### config.mk
export PLATFORM = sky130hd
export DESIGN_NAME = event_code_reporter
export DESIGN_NICKNAME = d
export VERILOG_FILES = /design/src/rtl/evrep_pkg.sv /design/src/rtl/event_code_reporter.sv
export SDC_FILE = /design/constraint.sdc
export NUM_CORES = 1
export LEC_CHECK = 0
export BUFFER_PORTS_ARGS = -buffer_cell sky130_fd_sc_hd__buf_2
export CELL_PAD_IN_SITES_DETAIL_PLACEMENT = 2
export CELL_PAD_IN_SITES_GLOBAL_PLACEMENT = 2
export CORE_UTILIZATION = 33
export DETAILED_ROUTE_END_ITERATION = 16
export PLACE_DENSITY = 0.77
export RECOVER_POWER = 100
export SLEW_MARGIN = 10
export SYNTH_ARGS = -nofsm -noshare
export SYNTH_HDL_FRONTEND = slang
export SYNTH_SLANG_ARGS = --single-unit
### constraint.sdc
create_clock -name clk -period 2.7 [get_ports clk]
set_input_delay 0.675 -clock clk [delete_from_list [all_inputs] [get_ports clk]]
set_output_delay 0.675 -clock clk [all_outputs]
set_load 0.01 [all_outputs]
### src/rtl/evrep_pkg.sv
// Package for the serial bus event code reporter.
// Assumes a single 250 MHz clock and that event pulses come from same-clock link logic.
package evrep_pkg;
  localparam int unsigned DATA_W   = 32;
  localparam int unsigned ADDR_W   = 8;
  localparam int unsigned NUM_EV   = 13;
  localparam int unsigned CODE_W   = 8;
  localparam int unsigned PHY_W    = 16;
  localparam int unsigned MODE_W   = 8;

  // Register byte offsets
  localparam logic [ADDR_W-1:0] OFF_STATUS = 8'h00;
  localparam logic [ADDR_W-1:0] OFF_MASK   = 8'h04;
  localparam logic [ADDR_W-1:0] OFF_CODE   = 8'h08;
  localparam logic [ADDR_W-1:0] OFF_FLAGS  = 8'h0c;
  localparam logic [ADDR_W-1:0] OFF_MODE   = 8'h10;
  localparam logic [ADDR_W-1:0] OFF_PHY1   = 8'h14;
  localparam logic [ADDR_W-1:0] OFF_RXHDR  = 8'h18;

  // Field positions
  localparam int unsigned FLAG_ISO      = 0;
  localparam int unsigned FLAG_LINK_ON  = 1;
  localparam int unsigned MODE_SINGLE_C2 = 3;

  localparam logic [NUM_EV-1:0] MASK_RST = 13'h0000;
  localparam logic [MODE_W-1:0] MODE_RST = 8'h00;
  localparam logic [1:0] RESP_OKAY   = 2'h0;
  localparam logic [1:0] RESP_SLVERR = 2'h2;
  localparam logic [CODE_W-1:0] CODE_NONE = 8'h00;

  // Event slots, lowest index wins when several are pending
  typedef enum int unsigned {
    EV_ACK_MISS, EV_ACK_SENT, EV_CYC_RX, EV_CYC_TX, EV_ASYNC_RX, EV_CHAIN_DONE,
    EV_WR_TXN, EV_PHY_CFG_TX, EV_LINK_ON_TX, EV_PING_TX, EV_PHY_CFG_RX,
    EV_LINK_ON_RX, EV_SID_RX
  } ev_idx_t;

  localparam logic [NUM_EV*CODE_W-1:0] EV_CODES = {
    8'he3, 8'he2, 8'he1, 8'hd3, 8'hd2, 8'hd1, 8'hc3, 8'hc2, 8'hc1, 8'hb2, 8'hb1,
    8'ha1, 8'h91};

  typedef enum logic [1:0] {PHY_CFG = 2'h0, PHY_LINK_ON = 2'h1, PHY_PING = 2'h2} phy_kind_t;

  // One-cycle event pulses and qualifiers from the link core
  typedef struct packed {
    logic             ack_timeout;
    logic             tx_broadcast;
    logic             ack_sent;
    logic             cyc_rx_ok;
    logic             cyc_tx;
    logic             is_root;
    logic             async_rx_ok;
    logic             chain_active;
    logic             chain_last;
    logic             chain_single;
    logic             wr_chain;
    logic             ack_complete;
    logic             wr_resp_acked;
    logic             phy_tx_done;
    phy_kind_t        phy_tx_kind;
    logic             phy_cfg_rx_ok;
    logic [PHY_W-1:0] phy_cfg_data;
    logic             link_on_rx_self;
    logic             sid_after_ping_ok;
  } ev_in_t;
endpackage

### src/rtl/event_code_reporter.sv
// Event code reporter: sticky event bits, mask, pending code readout, AXI4-Lite slave.
// Assumes event pulses are synchronous to clk and last one cycle each.
// Function
// Ack timeout after non-broadcast packet raises 91; broadcast never does.
// Each acknowledge sent raises A1.
// Non-root node receiving cycle start raises B1 and starts iso cycle.
// Iso cycle flag set to one in the same cycle as B1.
// Root node sending cycle start raises B2.
// Async packet into data buffer raises C1 and shows its header.
// Last chain transaction raises C2 and suppresses C1 for it.
// C2 bypasses the interrupt mask.
// Mode bit 3 selects C2 reporting for one-transaction chains.
// Each completed write-chain transaction raises C3, ack_complete included.
// Write response received with its ack sent also raises C3.
// PHY packet sent raises D1 config, D2 link-on, D3 ping.
// Physical configuration packet received raises E1.
// Received config goes into physical register 1 and sets mode.
// Link-on packet to this node raises E2 and asserts link-on pin.
// Self-ID after ping raises E3 and is stored in receive FIFO.
// Code and interrupt stay pending until the host reads the code; a W1C write to status also clears them.
//
// Implementation choices: the address map and the AXI4-Lite slave port.
`timescale 1ns/1ns
`default_nettype none
module event_code_reporter #(
  parameter int unsigned HDR_W = evrep_pkg::DATA_W
) (
  input  wire logic                            clk,
  input  wire logic                            rst_n,
  input  wire evrep_pkg::ev_in_t               ev,
  input  wire logic [HDR_W-1:0]                rx_header,
  output logic                                 irq,
  output logic                                 link_on_indication_output,
  output logic                                 iso_cycle_start,
  output logic                                 sid_store,
  output logic [evrep_pkg::PHY_W-1:0]          phy_mode,
  input  wire logic [evrep_pkg::ADDR_W-1:0]    s_axi_awaddr,
  input  wire logic                            s_axi_awvalid,
  output logic                                 s_axi_awready,
  input  wire logic [evrep_pkg::DATA_W-1:0]    s_axi_wdata,
  input  wire logic [evrep_pkg::DATA_W/8-1:0]  s_axi_wstrb,
  input  wire logic                            s_axi_wvalid,
  output logic                                 s_axi_wready,
  output logic [1:0]                           s_axi_bresp,
  output logic                                 s_axi_bvalid,
  input  wire logic                            s_axi_bready,
  input  wire logic [evrep_pkg::ADDR_W-1:0]    s_axi_araddr,
  input  wire logic                            s_axi_arvalid,
  output logic                                 s_axi_arready,
  output logic [evrep_pkg::DATA_W-1:0]         s_axi_rdata,
  output logic [1:0]                           s_axi_rresp,
  output logic                                 s_axi_rvalid,
  input  wire logic                            s_axi_rready
);
  localparam int unsigned N  = evrep_pkg::NUM_EV;
  localparam int unsigned DW = evrep_pkg::DATA_W;

  logic [N-1:0]                 status_q;
  logic [N-1:0]                 mask_q;
  logic [evrep_pkg::MODE_W-1:0] mode_q;
  logic                         iso_q;
  logic [HDR_W-1:0]             hdr_q;
  logic [N-1:0]                 set_ev;
  logic [N-1:0]                 clr_ev;
  logic [N-1:0]                 pend_sel;
  logic [evrep_pkg::CODE_W-1:0] pend_code;
  logic                         rtxn_last;
  logic                         c2_hit;
  logic                         wr_txn;

  // AXI write side holding registers
  logic                         aw_have_q;
  logic                         w_have_q;
  logic [evrep_pkg::ADDR_W-1:0] awaddr_q;
  logic [DW-1:0]                wdata_q;
  logic                         wr_fire;
  logic                         rd_fire;

  // single transaction reporting
  assign rtxn_last = ev.chain_active & ev.chain_last;
  assign c2_hit    = rtxn_last & (~ev.chain_single | mode_q[evrep_pkg::MODE_SINGLE_C2]);
  assign wr_txn    = ev.chain_active & ev.wr_chain & (ev.ack_complete | ev.wr_resp_acked);

  always_comb begin
    set_ev = '0;
    // broadcast excluded
    set_ev[evrep_pkg::EV_ACK_MISS]   = ev.ack_timeout & ~ev.tx_broadcast;
    // ack sent
    set_ev[evrep_pkg::EV_ACK_SENT]   = ev.ack_sent;
    // non-root cycle start
    set_ev[evrep_pkg::EV_CYC_RX]     = ev.cyc_rx_ok & ~ev.is_root;
    // root cycle start
    set_ev[evrep_pkg::EV_CYC_TX]     = ev.cyc_tx & ev.is_root;
    // C1 yields to C2
    set_ev[evrep_pkg::EV_ASYNC_RX]   = ev.async_rx_ok & ~c2_hit;
    set_ev[evrep_pkg::EV_CHAIN_DONE] = c2_hit & (ev.async_rx_ok | wr_txn);
    // per write transaction
    set_ev[evrep_pkg::EV_WR_TXN]     = wr_txn;
    // PHY packet kinds
    set_ev[evrep_pkg::EV_PHY_CFG_TX] = ev.phy_tx_done & (ev.phy_tx_kind == evrep_pkg::PHY_CFG);
    set_ev[evrep_pkg::EV_LINK_ON_TX] =
      ev.phy_tx_done & (ev.phy_tx_kind == evrep_pkg::PHY_LINK_ON);
    set_ev[evrep_pkg::EV_PING_TX]    = ev.phy_tx_done & (ev.phy_tx_kind == evrep_pkg::PHY_PING);
    // config received
    set_ev[evrep_pkg::EV_PHY_CFG_RX] = ev.phy_cfg_rx_ok;
    // link-on received
    set_ev[evrep_pkg::EV_LINK_ON_RX] = ev.link_on_rx_self;
    // self-ID after ping
    set_ev[evrep_pkg::EV_SID_RX]     = ev.sid_after_ping_ok;
  end

  // Lowest pending slot is the code shown to the host
  always_comb begin
    pend_sel  = '0;
    pend_code = evrep_pkg::CODE_NONE;
    for (int i = N - 1; i >= 0; i--) begin
      if (status_q[i]) begin
        pend_sel  = '0;
        pend_sel[i] = 1'b1;
        pend_code = evrep_pkg::EV_CODES[i*evrep_pkg::CODE_W +: evrep_pkg::CODE_W];
      end
    end
  end

  // Clears from status W1C writes and from code reads
  always_comb begin
    clr_ev = '0;
    if (wr_fire && awaddr_q == evrep_pkg::OFF_STATUS) begin
      clr_ev = wdata_q[N-1:0];
    end
    if (rd_fire && s_axi_araddr == evrep_pkg::OFF_CODE) begin
      clr_ev = clr_ev | pend_sel;
    end
  end

  // sticky until code read or status W1C write; set beats clear
  always_ff @(posedge clk or negedge rst_n) begin
    if (!rst_n) begin
      status_q <= '0;
    end else begin
      status_q <= (status_q & ~clr_ev) | set_ev;
    end
  end

  // chain done ignores mask
  always_comb begin
    logic [N-1:0] en;
    en = mask_q;
    en[evrep_pkg::EV_CHAIN_DONE] = 1'b1;
    irq = |(status_q & en);
  end

  always_ff @(posedge clk or negedge rst_n) begin
    if (!rst_n) begin
      mask_q <= evrep_pkg::MASK_RST;
      mode_q <= evrep_pkg::MODE_RST;
    end else if (wr_fire) begin
      if (awaddr_q == evrep_pkg::OFF_MASK) begin
        mask_q <= wdata_q[N-1:0];
      end else if (awaddr_q == evrep_pkg::OFF_MODE) begin
        mode_q <= wdata_q[evrep_pkg::MODE_W-1:0];
      end
    end
  end

  // iso flag with B1; host W1C, set wins
  always_ff @(posedge clk or negedge rst_n) begin
    if (!rst_n) begin
      iso_q           <= 1'b0;
      iso_cycle_start <= 1'b0;
    end else begin
      iso_cycle_start <= set_ev[evrep_pkg::EV_CYC_RX];
      if (set_ev[evrep_pkg::EV_CYC_RX]) begin
        iso_q <= 1'b1;
      end else if (wr_fire && awaddr_q == evrep_pkg::OFF_FLAGS
                   && wdata_q[evrep_pkg::FLAG_ISO]) begin
        iso_q <= 1'b0;
      end
    end
  end

  // link-on pin held until host clears it
  always_ff @(posedge clk or negedge rst_n) begin
    if (!rst_n) begin
      link_on_indication_output <= 1'b0;
    end else if (ev.link_on_rx_self) begin
      link_on_indication_output <= 1'b1;
    end else if (wr_fire && awaddr_q == evrep_pkg::OFF_FLAGS
                 && wdata_q[evrep_pkg::FLAG_LINK_ON]) begin
      link_on_indication_output <= 1'b0;
    end
  end

  // physical register 1 drives the mode
  always_ff @(posedge clk or negedge rst_n) begin
    if (!rst_n) begin
      phy_mode <= '0;
    end else if (ev.phy_cfg_rx_ok) begin
      phy_mode <= ev.phy_cfg_data;
    end
  end

  // header display capture
  always_ff @(posedge clk or negedge rst_n) begin
    if (!rst_n) begin
      hdr_q <= '0;
    end else if (ev.async_rx_ok) begin
      hdr_q <= rx_header;
    end
  end

  // store strobe to the receive FIFO
  always_ff @(posedge clk or negedge rst_n) begin
    if (!rst_n) begin
      sid_store <= 1'b0;
    end else begin
      sid_store <= ev.sid_after_ping_ok;
    end
  end

  // Write channel: address and data taken in either order
  assign s_axi_awready = ~aw_have_q & ~s_axi_bvalid;
  assign s_axi_wready  = ~w_have_q & ~s_axi_bvalid;
  assign wr_fire       = aw_have_q & w_have_q & ~s_axi_bvalid;

  always_ff @(posedge clk or negedge rst_n) begin
    if (!rst_n) begin
      aw_have_q    <= 1'b0;
      w_have_q     <= 1'b0;
      awaddr_q     <= '0;
      wdata_q      <= '0;
      s_axi_bvalid <= 1'b0;
      s_axi_bresp  <= evrep_pkg::RESP_OKAY;
    end else begin
      if (s_axi_awvalid && s_axi_awready) begin
        aw_have_q <= 1'b1;
        awaddr_q  <= s_axi_awaddr;
      end
      if (s_axi_wvalid && s_axi_wready) begin
        w_have_q <= 1'b1;
        // Byte lanes with strobe low write zero; W1C bits then stay put
        for (int b = 0; b < DW / 8; b++) begin
          wdata_q[b*8 +: 8] <= s_axi_wstrb[b] ? s_axi_wdata[b*8 +: 8] : 8'h00;
        end
      end
      if (wr_fire) begin
        aw_have_q    <= 1'b0;
        w_have_q     <= 1'b0;
        s_axi_bvalid <= 1'b1;
        if (awaddr_q == evrep_pkg::OFF_STATUS || awaddr_q == evrep_pkg::OFF_MASK
            || awaddr_q == evrep_pkg::OFF_FLAGS || awaddr_q == evrep_pkg::OFF_MODE) begin
          s_axi_bresp <= evrep_pkg::RESP_OKAY;
        end else begin
          s_axi_bresp <= evrep_pkg::RESP_SLVERR;
        end
      end else if (s_axi_bready) begin
        s_axi_bvalid <= 1'b0;
      end
    end
  end

  // Read channel: one cycle latency; code read pops the shown event
  assign s_axi_arready = ~s_axi_rvalid;
  assign rd_fire       = s_axi_arvalid & s_axi_arready;

  always_ff @(posedge clk or negedge rst_n) begin
    if (!rst_n) begin
      s_axi_rvalid <= 1'b0;
      s_axi_rdata  <= '0;
      s_axi_rresp  <= evrep_pkg::RESP_OKAY;
    end else if (rd_fire) begin
      s_axi_rvalid <= 1'b1;
      s_axi_rresp  <= evrep_pkg::RESP_OKAY;
      s_axi_rdata  <= '0;
      if (s_axi_araddr == evrep_pkg::OFF_STATUS) begin
        s_axi_rdata[N-1:0] <= status_q;
      end else if (s_axi_araddr == evrep_pkg::OFF_MASK) begin
        s_axi_rdata[N-1:0] <= mask_q;
      end else if (s_axi_araddr == evrep_pkg::OFF_CODE) begin
        // host read services the event
        s_axi_rdata[evrep_pkg::CODE_W-1:0] <= pend_code;
      end else if (s_axi_araddr == evrep_pkg::OFF_FLAGS) begin
        s_axi_rdata[evrep_pkg::FLAG_ISO]     <= iso_q;
        s_axi_rdata[evrep_pkg::FLAG_LINK_ON] <= link_on_indication_output;
      end else if (s_axi_araddr == evrep_pkg::OFF_MODE) begin
        s_axi_rdata[evrep_pkg::MODE_W-1:0] <= mode_q;
      end else if (s_axi_araddr == evrep_pkg::OFF_PHY1) begin
        s_axi_rdata[evrep_pkg::PHY_W-1:0] <= phy_mode;
      end else if (s_axi_araddr == evrep_pkg::OFF_RXHDR) begin
        s_axi_rdata[HDR_W-1:0] <= hdr_q;
      end else begin
        s_axi_rresp <= evrep_pkg::RESP_SLVERR;
      end
    end else if (s_axi_rready) begin
      s_axi_rvalid <= 1'b0;
    end
  end
endmodule // event_code_reporter
`default_nettype wire

=== Word level (Yosys, flattened, before mapping) ===
Index checks and enable logic that the tools add are counted.
W data, S select, Z words.

* Output and inout bits: 61
* Register bits: 147
* Input bits: 126
* Word-level logic and storage cells: 161

* Bitwise operators: 34
* Equality and inequality tests: 11
* Reduce and logical (&&, ||, !) cells: 22
* Muxes and demuxes: 76

{| class="wikitable"
|+ Operators with widths
! cell !! number
|-
| $mux W32 || 8
|-
| $mux W13 || 17
|-
| $mux W16 || 8
|-
| $mux W8 || 16
|-
| $mux W24 || 2
|-
| $mux W19 || 2
|-
| $eq A8 B5 Y1 const B || 4
|-
| $mux W30 || 1
|-
| $and A13 B13 Y13 || 2
|-
| $or A13 B13 Y13 || 2
|-
| $eq A8 B4 Y1 const B || 3
|-
| $mux W2 || 9
|-
| $and A1 B1 Y1 || 17
|-
| $eq A8 B3 Y1 const B || 2
|-
| $logic_not A8 Y1 || 2
|-
| $not A13 Y13 || 1
|-
| $reduce_or A13 Y1 || 1
|-
| $mux W1 || 12
|-
| $reduce_bool A2 Y1 || 6
|-
| $not A1 Y1 || 9
|-
| $logic_and A1 B1 Y1 || 7
|-
| $mux W5 || 1
|-
| $logic_or A1 B1 Y1 || 3
|-
| $or A1 B1 Y1 || 3
|-
| 5 further kinds || 5
|}

=== Longest topological paths before layout ===
* Depth in word-level cells: 21
* Mapped depth: 7
* Depth with buffers taken out: 4

=== Worst setup path before layout ===
Ideal clock, no wire load.

* Path kind: input to register
* From: in s_axi_araddr[4] (netlist name)
* To: reg status_q[10]
* Data required time: 2.580 ns
* Library setup time: 0.120 ns
* Stages: 5
* Path slack: 0.531 ns
* Data arrival time: 2.049 ns
* Path buffers: 1
* Cells stage by stage: or4_4 > buf_2 > nor4_1 > nand4_1 > a31o_2

* Longest elaborated chain between the ends: 6

{| class="wikitable"
|+ Ends and longest elaborated chain
! element !! RTL line !! source
|-
| start: declaration || event_code_reporter.sv:47 || <nowiki>input wire logic [evrep_pkg::ADDR_W-1:0] s_axi_araddr,</nowiki>
|-
| $eq A8 B4 Y1 || event_code_reporter.sv:131 || <nowiki>if (rd_fire && s_axi_araddr == evrep_pkg::OFF_CODE) begin</nowiki>
|-
| $logic_and A1 B1 Y1 || event_code_reporter.sv:131 ||
|-
| $mux W13 || event_code_reporter.sv:131 ||
|-
| $not A13 Y13 || event_code_reporter.sv:141 || <nowiki>status_q <= (status_q & ~clr_ev) | set_ev;</nowiki>
|-
| $and A13 B13 Y13 || event_code_reporter.sv:141 ||
|-
| $or A13 B13 Y13 || event_code_reporter.sv:141 ||
|-
| end signal: assignment || event_code_reporter.sv:141 ||
|-
| end: declaration || event_code_reporter.sv:58 || <nowiki>logic [N-1:0] status_q;</nowiki>
|}

Every way passes these cells.
A chain may end at the register's enable or synchronous reset.

=== Final worst setup path ===
* From: reg status_q[8]
* To: out irq

* Longest elaborated chain between the ends: 2

{| class="wikitable"
|+ Ends and longest elaborated chain
! element !! RTL line !! source
|-
| $and A13 B13 Y13 || event_code_reporter.sv:150 || <nowiki>irq = |(status_q & en);</nowiki>
|-
| $reduce_or A13 Y1 || event_code_reporter.sv:150 ||
|-
| end: declaration || event_code_reporter.sv:32 || <nowiki>output logic irq,</nowiki>
|}

Every way passes these cells.

==> out/metrics.yaml <==
criticalPathCategory: "flip-flop to primary output"
drive_above_1_share: 0.328
netlist_area_um2: 6550
finClkSkew_ns: 0.00777
finalCriticalPeriod_ns: 2.42
syn2layout_area_growth_pct: 24.0
synth.most_common_cell: "dfrtp_1"
hold_path_class: "input port to flip-flop"
post_drt_wl_per_cell_um: 20.7
whs_endpoint: "sid_store$_DFF_PN0_"
final_util: 0.418
r2r_slack_ns: 0.33
vias_per_cell: 5.22
status: "complete, but fails checks"
hold_start: "ev[0]"
antenna_found_initial: 1
tns_ns: 0
dieArea_um2: 20400
synth.ff_latch_count: 145
fill_cells: 2081
synth_area_leaders: "dfrtp_1, mux2_2, nand2_1, a22o_2, o21ai_0"
grtUsageMet1: 0.275
reg2reg_depth: 4
grt_use_met2: 0.368
post-route-drc-count: 0
violations: "capacitance limit, slew limit"
rsz0062_at_grt: "false"
grt_pass1_vias: 5711
start_util: 0.337
ys_seq_area_frac: 0.554
cp_data_required_time_ns: 2.03
worstSetupEndpointType: "primary output"
std_cell_rows: 51
routed_wl_um: 20900
synthArstFlopShare: 1.00
drt_iter0_markers: 234
synth_top_flop_cell: "dfrtp_1"
worst_skew_pair.late_latency_ns: 0.43
ioPinCount: 187
vias: 5254
yosys.area.top_type: "dfrtp_1"
clkTransAtPathRegs_ns: 0.06
gp_congestion: 0.854
core_area_um2: 19500
dpl.hpwl_um: 15900
hold_violations: 0
yosysUniqueCellTypes: 64
worst_pin_slew_ns: 1.86
finish.net_count: 854
ctsHtreeMaxLevel: 4
leakagePower_nw: 3.47
ir_drop_mv: 0.433
dp_slack_ns: 0.246
max_slew_margin: -0.241
setup_violations: 0
cts_sinks: 145
syn_area_per_cell_um2: 11.7
grt_max_degree: 51
grt_overflow: 0
worst_setup_path_start_kind: "flip-flop"
report.final.slew_viol_count: 33
timing.rr.start: "s_axi_rvalid$_DFFE_PN0P_"
firstDrtPassIters: 4
crit_arrival_ns: 1.74
postCtsHoldBufs: 0
numCtsBuffers: 17
synth_commonest_cells: "dfrtp_1, mux2_2, nand2_1, o21ai_0, nor2_1"
clock_path_buffers: 2
power.total_mw: 5.93
r2r_end: "s_axi_rdata[15]$_DFFE_PN0P_"
syn_inst: 560
postCtsResizedCells: 0
fin_crit_sh: 0.896
cts_setup_buffers: 0
dieWidth_um: 143
track_usage: 0.216
power_density_nw_per_um2: 730
crit_fanout: 7
maxCapViolCount: 1
cts_tree: "yes"
antenna_left: 0
yosysTopAreaCellShare: 0.554
whs_path_depth: 1
synth_warnings: 0
port_buffers: 163
grt_util_met3: 0.0355
top_usage_layer: "met2"
root_buffer: "clkbuf_16"
final.setup.worst_slack_ns: 0.281
synth_edf_count: 0
clock.fmax_mhz: 413
grt_pass1_wl_um: 32800
dieHeight_um: 143
## registers in the layout, summed over array words and instances, names as in the netlist
signal / count
iso_q: 1
mode_q: 8
aw_have_q: 1
wdata_q: 13
hdr_q: 32
s_axi_bresp: 1
awaddr_q: 8
s_axi_rvalid: 1
sid_store: 1
s_axi_rdata: 32
w_have_q: 1
s_axi_rresp: 1
s_axi_bvalid: 1
mask_q: 13
status_q: 13
iso_cycle_start: 1
link_on_indication_output: 1
phy_mode: 16
## through the flow
step	cells	area (um2)	hold WS, ns
final	1007	8130	0.384
after global routing	1006	8130	0.378
after CTS	1006	8290	0.202
after detailed placement	974	7710	0.489
after global placement	974	7710	0.470
after floorplan	561	6560	0.379
## logic make-up after synthesis
kind of cell | Yosys count | synth area share
buffers and inverters | 49 | 0.0363
and+or+nand+nor | 157 | 0.127
AOI/OAI and AO/OA | 128 | 0.146
muxes | 80 | 0.136
DFF | 145 | 0.554
other | 1 | 0.000572
## cell type report
cell class | count | area [um2] | area share
clock buffers | 17 | 425 | 0.0523
clock inverters | 15 | 150 | 0.0185
multi-input cells | 367 | 2680 | 0.329
inverters | 12 | 45.0 | 0.00554
diodes | 1 | 2.50 | 0.000308
well taps | 265 | 332 | 0.0408
repair buffers | 185 | 870 | 0.107
flip-flops and latches | 145 | 3630 | 0.446
## routing by layer
layer  part of all wire  wire length [um]  vias to the layer above
li1                   -                 -                     2404
met1               0.44              9240                     2669
met2               0.50             10400                      151
met3              0.042               874                       30
met4              0.018               373                        0
met5                  0                 0                        -
## power by group
| part | internal [mW] | switching, mW | total, mW |
|---|---|---|---|
| clock | 1.30 | 1.03 | 2.33 |
| sequential | 2.47 | 0.276 | 2.75 |
| combinational | 0.379 | 0.479 | 0.858 |
| total | 4.15 | 1.79 | 5.93 |
## worst max path at each step
stage	startpoint	endpoint	slack (ns)	cells past startpoint
3_5_place_dp	s_axi_araddr[3]	s_axi_rdata[10]$_DFFE_PN0P_	0.25	6
6_report	status_q[8]$_DFF_PN0_	irq	0.28	4
4_1_cts	status_q[8]$_DFF_PN0_	irq	0.26	4
5_1_grt	awaddr_q[0]$_DFFE_PN0P_	mode_q[6]$_DFFE_PN0P_	0.13	4
2_1_floorplan	s_axi_araddr[4]	status_q[10]$_DFF_PN0_	0.53	5
3_3_place_gp	s_axi_araddr[5]	s_axi_rdata[3]$_DFFE_PN0P_	0.30	5
## worst max-delay path: stages (launching register included)
cell	delay (ns)
dfrtp_1	0.50
a222oi_1	0.33
and3_1	0.20
nand4_1	0.13
clkbuf_1	0.16
## cells in the final DEF, fill, tap and decap left out, types with 4 or more instances in the layout
cell type,netlist,final
nand4_1,5,5
inv_6,0,5
nand2_1,56,56
o21ai_0,25,25
nor2b_1,11,10
buf_4,2,13
or4_1,6,7
o22ai_1,5,5
clkbuf_16,0,17
nand3_1,10,10
o2bb2ai_1,7,7
clkbuf_1,18,71
nand2b_1,5,5
nor4_1,7,8
a22o_2,13,13
mux2i_1,6,6
a221oi_1,5,5
a22oi_1,12,12
a21oi_1,9,9
inv_1,12,12
a21o_1,5,5
mux2_2,74,71
a31oi_1,4,4
nor3_1,8,9
a22o_1,10,10
dfrtp_1,145,145
a41oi_1,5,5
nor2_1,21,22
buf_2,6,98
No activity file was read; power rests on OpenSTA's default activity.
